**src/rtl/dtc_pkg.sv**
```systemverilog
// Constants, types and lookup for the termination selection block
package dtc_pkg;

  // ==========================================================
  // Register map
  localparam logic [7:0] REG_MODE_ONE_OFS = 8'h00;
  localparam logic [7:0] REG_MODE_TWO_OFS = 8'h04;
  localparam logic [7:0] REG_MODE_FIVE_OFS = 8'h08;
  localparam logic [7:0] REG_LATENCY_OFS = 8'h0C;
  localparam logic [7:0] REG_STATUS_OFS = 8'h10;

  // ==========================================================
  // Field positions
  localparam int NOM_LSB = 8;
  localparam int WR_LSB = 9;
  localparam int PARK_LSB = 6;
  localparam int RL_LSB = 0;
  localparam int WL_LSB = 8;
  localparam int PRE2_BIT = 16;
  localparam int BC4_BIT = 17;
  localparam int ST_STATE_LSB = 0;
  localparam int ST_MODE_EN_BIT = 4;
  localparam int ST_SREF_BIT = 5;
  localparam int ST_RX_EN_BIT = 6;
  localparam int ST_OHMS_LSB = 8;

  // ==========================================================
  // Reset values and latency figures
  localparam logic [2:0] CODE_OFF = 3'h0;
  localparam logic [2:0] WR_CODE_MAX = 3'h3;
  localparam logic [5:0] RL_RST = 6'h0B;
  localparam logic [5:0] WL_RST = 6'h09;
  localparam logic [5:0] ADJ_PRE1 = 6'h02;
  localparam logic [5:0] ADJ_PRE2 = 6'h03;
  localparam logic [5:0] LAT_ZERO = 6'h00;
  localparam logic [5:0] LAT_ONE = 6'h01;
  localparam logic [3:0] HALF_BL8 = 4'h4;
  localparam logic [3:0] HALF_BC4 = 4'h2;
  localparam int HIST_W = 64;

  // ==========================================================
  // Resistance values in ohms
  localparam logic [7:0] OHM_NONE = 8'h00;
  localparam logic [7:0] OHM_240 = 8'hF0;
  localparam logic [7:0] OHM_120 = 8'h78;
  localparam logic [7:0] OHM_80 = 8'h50;
  localparam logic [7:0] OHM_60 = 8'h3C;
  localparam logic [7:0] OHM_48 = 8'h30;
  localparam logic [7:0] OHM_40 = 8'h28;
  localparam logic [7:0] OHM_34 = 8'h22;

  // ==========================================================
  // Types
  typedef enum logic [2:0] {
    DTC_HIZ, DTC_RD_OFF, DTC_WR, DTC_NOM, DTC_PARK
  } dtc_state_t;

  typedef enum logic [1:0] {
    WIN_IDLE, WIN_WAIT, WIN_ACTIVE
  } dtc_win_state_t;

  typedef struct packed {
    logic [2:0] nom_code;
    logic [2:0] wr_code;
    logic [2:0] park_code;
    logic [5:0] read_latency;
    logic [5:0] write_latency;
    logic pre2;
    logic bc4;
  } dtc_cfg_t;

  // Strobe order: upper true, upper comp, lower true, lower comp
  typedef struct packed {
    dtc_state_t state;
    logic [15:0] dq_en;
    logic [3:0] strobe_en;
    logic [1:0] mask_en;
    logic [7:0] ohms;
  } dtc_term_t;

  // Code zero is off; each next code is the next smaller value
  function automatic logic [7:0] dtc_ohms(input logic [2:0] code,
                                          input logic is_wr);
    logic [7:0] r;
    case (code)
      3'h1: r = OHM_240;
      3'h2: r = OHM_120;
      3'h3: r = OHM_80;
      3'h4: r = OHM_60;
      3'h5: r = OHM_48;
      3'h6: r = OHM_40;
      3'h7: r = OHM_34;
      default: r = OHM_NONE;
    endcase
    // Write field stops at 80 ohms; higher codes act as off
    if (is_wr && code > WR_CODE_MAX) begin
      r = OHM_NONE;
    end
    return r;
  endfunction

endpackage

```
**src/rtl/dtc_window.sv**
```systemverilog
// Delayed timing window started by a command
`timescale 1ns/10ps
module dtc_window (
  input wire logic sys_clk,
  input wire logic rst_n,
  input wire logic start,
  input wire logic [5:0] delay,
  input wire logic [3:0] length,
  output logic active
);

  dtc_pkg::dtc_win_state_t st_q, st_d;
  logic [5:0] cnt_q, cnt_d;

  // ==========================================================
  // Next state
  always_comb begin
    st_d = st_q;
    cnt_d = cnt_q;
    case (st_q)
      dtc_pkg::WIN_WAIT: begin
        if (cnt_q == dtc_pkg::LAT_ONE) begin
          st_d = dtc_pkg::WIN_ACTIVE;
          cnt_d = {2'b00, length};
        end else begin
          cnt_d = cnt_q - dtc_pkg::LAT_ONE;
        end
      end
      dtc_pkg::WIN_ACTIVE: begin
        if (cnt_q == dtc_pkg::LAT_ONE) begin
          st_d = dtc_pkg::WIN_IDLE;
        end
        cnt_d = cnt_q - dtc_pkg::LAT_ONE;
      end
      default: begin
        st_d = dtc_pkg::WIN_IDLE;
      end
    endcase
    // A new command restarts the window; overlap is not merged
    // Registered output adds a cycle, so the wait is one shorter
    if (start) begin
      if (delay <= dtc_pkg::LAT_ONE) begin
        st_d = dtc_pkg::WIN_ACTIVE;
        cnt_d = {2'b00, length};
      end else begin
        st_d = dtc_pkg::WIN_WAIT;
        cnt_d = delay - dtc_pkg::LAT_ONE;
      end
    end
  end

  always_ff @(posedge sys_clk) begin
    if (!rst_n) begin
      st_q <= dtc_pkg::WIN_IDLE;
      cnt_q <= dtc_pkg::LAT_ZERO;
    end else begin
      st_q <= st_d;
      cnt_q <= cnt_d;
    end
  end

  assign active = (st_q == dtc_pkg::WIN_ACTIVE);

endmodule

```
**src/rtl/dtc_term_ctrl.sv**
```systemverilog
// Termination selection for the data, strobe and mask inputs
//
// Design decisions made here: the register offsets and the strobed register port.
`timescale 1ns/10ps
module dtc_term_ctrl (
  input wire logic sys_clk,
  input wire logic rst_n,
  input wire logic term_pin,
  input wire logic cmd_write,
  input wire logic cmd_read,
  input wire logic self_refresh,
  input wire logic [7:0] reg_addr,
  input wire logic [31:0] reg_wdata,
  input wire logic reg_wr,
  input wire logic reg_rd,
  output logic [31:0] reg_rdata,
  output dtc_pkg::dtc_term_t term,
  output logic term_pin_rx_en
);

  dtc_pkg::dtc_cfg_t cfg_q, cfg_d;
  dtc_pkg::dtc_term_t term_q, term_d;
  logic [31:0] rdata_q, rdata_d;
  logic [dtc_pkg::HIST_W-1:0] hist_q, hist_d;
  logic rx_en_q, rx_en_d;

  logic nom_en, wr_en, park_en, mode_en;
  logic pin_gated, pin_dly;
  logic rd_act, wr_act;
  logic [5:0] adj, rd_dly, wr_dly;
  logic [3:0] win_len;

  // ==========================================================
  // Decoded settings
  assign nom_en = (cfg_q.nom_code != dtc_pkg::CODE_OFF);
  // Reserved write codes count as off
  assign wr_en = (cfg_q.wr_code != dtc_pkg::CODE_OFF) &&
                 (cfg_q.wr_code <= dtc_pkg::WR_CODE_MAX);
  assign park_en = (cfg_q.park_code != dtc_pkg::CODE_OFF);
  // Any non-zero code counts, reserved write codes too
  assign mode_en = nom_en || (cfg_q.wr_code != dtc_pkg::CODE_OFF) ||
                   park_en;
  assign adj = cfg_q.pre2 ? dtc_pkg::ADJ_PRE2 : dtc_pkg::ADJ_PRE1;
  // Latencies shorter than the adjustment start at once
  assign rd_dly = (cfg_q.read_latency > adj) ?
                  cfg_q.read_latency - adj : dtc_pkg::LAT_ZERO;
  assign wr_dly = (cfg_q.write_latency > adj) ?
                  cfg_q.write_latency - adj : dtc_pkg::LAT_ZERO;
  assign win_len = (cfg_q.bc4 ? dtc_pkg::HALF_BC4 : dtc_pkg::HALF_BL8) +
                   adj[3:0];

  // ==========================================================
  // Pin receiver and synchronous nominal latency
  assign pin_gated = term_pin && nom_en && !self_refresh;
  assign pin_dly = (wr_dly == dtc_pkg::LAT_ZERO) ? pin_gated :
                   hist_q[wr_dly - dtc_pkg::LAT_ONE];

  // ==========================================================
  // Read and write windows
  dtc_window u_rd_win (
    .sys_clk(sys_clk),
    .rst_n(rst_n),
    .start(cmd_read && !self_refresh),
    .delay(rd_dly),
    .length(win_len),
    .active(rd_act)
  );

  dtc_window u_wr_win (
    .sys_clk(sys_clk),
    .rst_n(rst_n),
    .start(cmd_write && !self_refresh),
    .delay(wr_dly),
    .length(win_len),
    .active(wr_act)
  );

  // ==========================================================
  // Register file
  always_comb begin
    cfg_d = cfg_q;
    rdata_d = 32'h0000_0000;
    if (reg_wr) begin
      case (reg_addr)
        dtc_pkg::REG_MODE_ONE_OFS: begin
          cfg_d.nom_code = reg_wdata[dtc_pkg::NOM_LSB +: 3];
        end
        dtc_pkg::REG_MODE_TWO_OFS: begin
          cfg_d.wr_code = reg_wdata[dtc_pkg::WR_LSB +: 3];
        end
        dtc_pkg::REG_MODE_FIVE_OFS: begin
          cfg_d.park_code = reg_wdata[dtc_pkg::PARK_LSB +: 3];
        end
        dtc_pkg::REG_LATENCY_OFS: begin
          cfg_d.read_latency = reg_wdata[dtc_pkg::RL_LSB +: 6];
          cfg_d.write_latency = reg_wdata[dtc_pkg::WL_LSB +: 6];
          cfg_d.pre2 = reg_wdata[dtc_pkg::PRE2_BIT];
          cfg_d.bc4 = reg_wdata[dtc_pkg::BC4_BIT];
        end
        default: begin
          cfg_d = cfg_q;
        end
      endcase
    end
    if (reg_rd) begin
      case (reg_addr)
        dtc_pkg::REG_MODE_ONE_OFS: begin
          rdata_d[dtc_pkg::NOM_LSB +: 3] = cfg_q.nom_code;
        end
        dtc_pkg::REG_MODE_TWO_OFS: begin
          rdata_d[dtc_pkg::WR_LSB +: 3] = cfg_q.wr_code;
        end
        dtc_pkg::REG_MODE_FIVE_OFS: begin
          rdata_d[dtc_pkg::PARK_LSB +: 3] = cfg_q.park_code;
        end
        dtc_pkg::REG_LATENCY_OFS: begin
          rdata_d[dtc_pkg::RL_LSB +: 6] = cfg_q.read_latency;
          rdata_d[dtc_pkg::WL_LSB +: 6] = cfg_q.write_latency;
          rdata_d[dtc_pkg::PRE2_BIT] = cfg_q.pre2;
          rdata_d[dtc_pkg::BC4_BIT] = cfg_q.bc4;
        end
        dtc_pkg::REG_STATUS_OFS: begin
          rdata_d[dtc_pkg::ST_STATE_LSB +: 3] = term_q.state;
          rdata_d[dtc_pkg::ST_MODE_EN_BIT] = mode_en;
          rdata_d[dtc_pkg::ST_SREF_BIT] = self_refresh;
          rdata_d[dtc_pkg::ST_RX_EN_BIT] = rx_en_q;
          rdata_d[dtc_pkg::ST_OHMS_LSB +: 8] = term_q.ohms;
        end
        default: begin
          rdata_d = 32'h0000_0000;
        end
      endcase
    end
  end

  always_ff @(posedge sys_clk) begin
    if (!rst_n) begin
      cfg_q <= '{nom_code: dtc_pkg::CODE_OFF, wr_code: dtc_pkg::CODE_OFF,
                 park_code: dtc_pkg::CODE_OFF,
                 read_latency: dtc_pkg::RL_RST,
                 write_latency: dtc_pkg::WL_RST,
                 pre2: 1'b0, bc4: 1'b0};
      rdata_q <= 32'h0000_0000;
    end else begin
      cfg_q <= cfg_d;
      rdata_q <= rdata_d;
    end
  end

  assign reg_rdata = rdata_q;

  // ==========================================================
  // Termination selection
  always_comb begin
    term_d = '0;
    hist_d = {hist_q[dtc_pkg::HIST_W-2:0], pin_gated};
    rx_en_d = nom_en && !self_refresh;
    if (self_refresh) begin
      term_d.state = dtc_pkg::DTC_HIZ;
    end else if (rd_act) begin
      term_d.state = dtc_pkg::DTC_RD_OFF;
    end else if (wr_act && wr_en) begin
      term_d.state = dtc_pkg::DTC_WR;
    end else if (nom_en && pin_dly) begin
      term_d.state = dtc_pkg::DTC_NOM;
    end else if (park_en) begin
      term_d.state = dtc_pkg::DTC_PARK;
    end else begin
      term_d.state = dtc_pkg::DTC_HIZ;
    end
    case (term_d.state)
      dtc_pkg::DTC_WR: begin
        term_d.ohms = dtc_pkg::dtc_ohms(cfg_q.wr_code, 1'b1);
      end
      dtc_pkg::DTC_NOM: begin
        term_d.ohms = dtc_pkg::dtc_ohms(cfg_q.nom_code, 1'b0);
      end
      dtc_pkg::DTC_PARK: begin
        term_d.ohms = dtc_pkg::dtc_ohms(cfg_q.park_code, 1'b0);
      end
      default: begin
        term_d.ohms = dtc_pkg::OHM_NONE;
      end
    endcase
    // One switch state for every terminated line
    term_d.dq_en = {16{term_d.ohms != dtc_pkg::OHM_NONE}};
    term_d.strobe_en = {4{term_d.ohms != dtc_pkg::OHM_NONE}};
    term_d.mask_en = {2{term_d.ohms != dtc_pkg::OHM_NONE}};
  end

  always_ff @(posedge sys_clk) begin
    if (!rst_n) begin
      term_q <= '0;
      hist_q <= '0;
      rx_en_q <= 1'b0;
    end else begin
      term_q <= term_d;
      hist_q <= hist_d;
      rx_en_q <= rx_en_d;
    end
  end

  assign term = term_q;
  assign term_pin_rx_en = rx_en_q;

  // ==========================================================
  // Checking helpers: age of the last read command
  logic [5:0] rd_age_q, rd_age_d, rd_cap_q, rd_cap_d;

  always_comb begin
    rd_age_d = rd_age_q;
    rd_cap_d = rd_cap_q;
    if (cmd_read && !self_refresh) begin
      rd_age_d = dtc_pkg::LAT_ZERO;
      rd_cap_d = (rd_dly > dtc_pkg::LAT_ONE) ? rd_dly - dtc_pkg::LAT_ONE :
                 dtc_pkg::LAT_ZERO;
    end else if (rd_age_q != 6'h3F) begin
      rd_age_d = rd_age_q + dtc_pkg::LAT_ONE;
    end
  end

  always_ff @(posedge sys_clk) begin
    if (!rst_n) begin
      rd_age_q <= 6'h3F;
      rd_cap_q <= dtc_pkg::LAT_ZERO;
    end else begin
      rd_age_q <= rd_age_d;
      rd_cap_q <= rd_cap_d;
    end
  end

  localparam int LAT_CHK = 7;
endmodule

```
**config.mk**
```make
export PLATFORM = sky130hd
export DESIGN_NAME = dtc_term_ctrl
export DESIGN_NICKNAME = d
export VERILOG_FILES = /design/src/rtl/dtc_pkg.sv /design/src/rtl/dtc_window.sv /design/src/rtl/dtc_term_ctrl.sv
export SDC_FILE = /design/constraint.sdc
export NUM_CORES = 1
export LEC_CHECK = 0
export BUFFER_PORTS_ARGS = -buffer_cell sky130_fd_sc_hd__buf_2
export CELL_PAD_IN_SITES_DETAIL_PLACEMENT = 1
export CELL_PAD_IN_SITES_GLOBAL_PLACEMENT = 1
export CORE_ASPECT_RATIO = 1.1
export CORE_MARGIN = 1.5
export CORE_UTILIZATION = 30
export CTS_CLUSTER_DIAMETER = 100
export CTS_CLUSTER_SIZE = 28
export DETAILED_ROUTE_END_ITERATION = 8
export PLACE_DENSITY = 0.71
export SETUP_SLACK_MARGIN = 0.4
export SYNTH_ARGS = -nofsm -noshare
export SYNTH_HDL_FRONTEND = slang
export SYNTH_SLANG_ARGS = --single-unit
```
**constraint.sdc**
```tcl
create_clock -name sys_clk -period 7.4 [get_ports sys_clk]
set_clock_uncertainty 0.15 [all_clocks]
set_input_delay 0.37 -clock sys_clk [delete_from_list [all_inputs] [get_ports sys_clk]]
set_output_delay 0.37 -clock sys_clk [all_outputs]
set_load 0.01 [all_outputs]
```
==> reports/results.txt <==
status = completed
minimum clock period = 5890 ps
CTS tree = yes
fraction of layout cells with a size suffix above 1 = 16.7%
routed wire length per instance = 15.4 um
worst-path maximum fanout = 30
Max-Cap Viols = 0
Pleak = 3.36 nW
most frequent cells in the layout = dfxtp_1, buf_2, nor2_1, and2_1, nand2_1
Core Rows = 57
post-synthesis cell area = 0.00676 mm2
total of warnings raised by yosys = 0
Max Fclk = 170 MHz
worst endpoint required time = 7600 ps
RSZ-0062 raised after global routing = false
Unique masters post-synth = 71
1st-iter DRT viols = 249
hold_ws = 20.7 ps
CP peak stage delay = 840 ps
CP max-delay cell = ha_2
TritonCTS Sinks = 133
Area contributors post-synth = dfxtp_1, and2_1, mux2i_1
drt drc = 0
IO Count = 114
vias in the first global route = 5649
Non-Filler Instances = 1134
Root Buffer = clkbuf_16
Power Density = 207 mW/mm2
critical path arrival = 6090 ps
clk buf depth = 2
most common cell after layout, fill and taps aside = dfxtp_1
PortBufs = 82
Max-slew headroom = 26.4%
EDFF count, synth = 0
initial antenna violation count = 0
first-pass GRT wire length = 29.0 mm
Top delay family on crit path = compound AO/OA/AOI/OAI gates
H-tree level count = 4
Reg clk slew, reported paths = 60 ps
detailed placement HPWL = 12.4 mm
1st-pass router iterations = 4
TritonCTS Buffers = 17
WL final = 17.5 mm
Slew @ Worst Pin = 1100 ps
setup slack, reg-to-reg = 1510 ps
Synth Flop Type = dfxtp_1
fillers = 2658
Crit Path Category = flip-flop to flip-flop
CP bufs+invs = 2
Post-CTS Resized = 0
Slew Viols, Final = 0
Clk Latency, worst-skew pair = 430 ps
HP Class = primary input to flip-flop
Critical Path Sink Type = flip-flop
# setup viols final = 0
die area = 0.0234 mm2
worst-path cell chain = ha_1 -> buf_4 -> a21boi_0 -> nand2b_1 -> nand2_1 -> ha_2 -> buf_4 -> mux2i_1 -> a22o_1 -> or4_1 -> o31a_1 -> a221o_1 -> a41oi_2 -> o211ai_1 -> o2bb2a_1 -> nor3_1
post-synth top area share = 39.4%
Vias = 5633
placed cell count = 1100
core area = 0.0221 mm2
vias per cell = 4.97
nets = 890
leading area contributor after synthesis = dfxtp_1
die height = 160 um
Critical Path Most Common Cell = buf_4
syn avg cell area = 8.69 um2
final period utilization = 79.7%
Synth Instances = 778
routability cong. = 0.800
total grt overflow = 0
total power = 1.61 mW
Total Routing Usage GR = 15.4%
largest net degree at the start of global routing = 78
Starting Density = 30.6%
Area growth, synth to finish = 15.2%
Routed Antenna Nets = 0
#FFs+latches synth = 133
sequential area share after synthesis = 39.4%
CP startpoint kind = flip-flop
Post-Route Setup TNS = 0 ps
Die Width = 146 um
endpoints failing hold = 0
Peak VDD IR = 110 uV
FFs w/ async S/R, synth = 0%
final timing paths:
check | start | end | cells after the start
hold reg to reg | term[7] | reg_rdata[15] | 1
hold / removal | term_pin | hist_q[0] | 2
setup / recovery | cfg_q[1] | term[2] | 16
setup reg to reg | cfg_q[1] | term[2] | 16
logic make-up after synthesis:
logic type	count (synthesis)	synth area share, %
compound gates	149	15.4
xor+xnor	15	2.37
fa+ha+maj	17	3.15
buf+inv	101	7.83
flops	133	39.4
mux	49	8.15
other cells	1	0.0555
simple gates	313	23.7
cells in the mapped netlist, types with 5 or more instances:
cell,n
a211oi_1,12
a21oi_1,32
a22o_1,11
a31oi_1,8
and2_1,72
buf_4,36
clkbuf_1,38
dfxtp_1,133
ha_1,17
inv_1,22
mux2_2,5
mux2i_1,40
nand2_1,64
nand2b_1,12
nand3_1,15
nand3b_1,6
nor2_1,72
nor2b_1,10
nor3_1,27
nor4_1,8
o211ai_1,10
o21ai_0,22
o22ai_1,5
o31ai_1,7
or3_1,6
xnor2_1,8
xor2_1,5
power by group:
part	internal (mW)	total [mW]	switching [mW]
clock network	0.448	0.791	0.343
registers	0.723	0.731	0.00738
logic	0.0345	0.0918	0.0573
through the flow:
stage / util (%) / setup WS [ps] / instance area, um2
after floorplan: - / 2430 / 6810
after global placement: 32.6 / 1650 / 7220
after detailed placement: 32.6 / 1520 / 7220
after CTS: 35.2 / 1480 / 7780
after global routing: 35.2 / 1060 / 7780
final: 35.2 / 1510 / 7780
layout make-up:
cell class / count / area, um2 / area share, %
Inverter: 23 / 86.3 / 1.11
Multi-Input combinational cell: 558 / 3620 / 46.5
Clock buffer: 19 / 453 / 5.82
Timing Repair Buffer: 92 / 488 / 6.27
Clock inverter: 13 / 100 / 1.29
Tap cell: 295 / 369 / 4.74
Antenna cell: 1 / 2.50 / 0.0321
Sequential cell: 133 / 2660 / 34.2
what timing repair did:
item | in CTS | in global routing
endpoints found under the hold margin | 1 | 0
setup buffers | 0 | 0
hold buffers | 1 | 0
routing by layer:
metal | track usage (%) | part of all wire, % | up-vias
met3 | 3.04 | 4.2 | 19
met1 | 19.0 | 46 | 2712
met5 | 0 | 0 | -
met4 | 5.23 | 1.6 | 0
li1 | - | - | 2791
met2 | 26.6 | 48 | 111
registers in the layout, indices dropped and copies added (netlist names):
signal          flops
hist_q             64
term_pin_rx_en      1
u_wr_win.st_q       2
cfg_q              23
reg_rdata          18
u_wr_win.cnt_q      6
u_rd_win.cnt_q      6
u_rd_win.st_q       2
term               11
(Power assumes the default switching activity.)
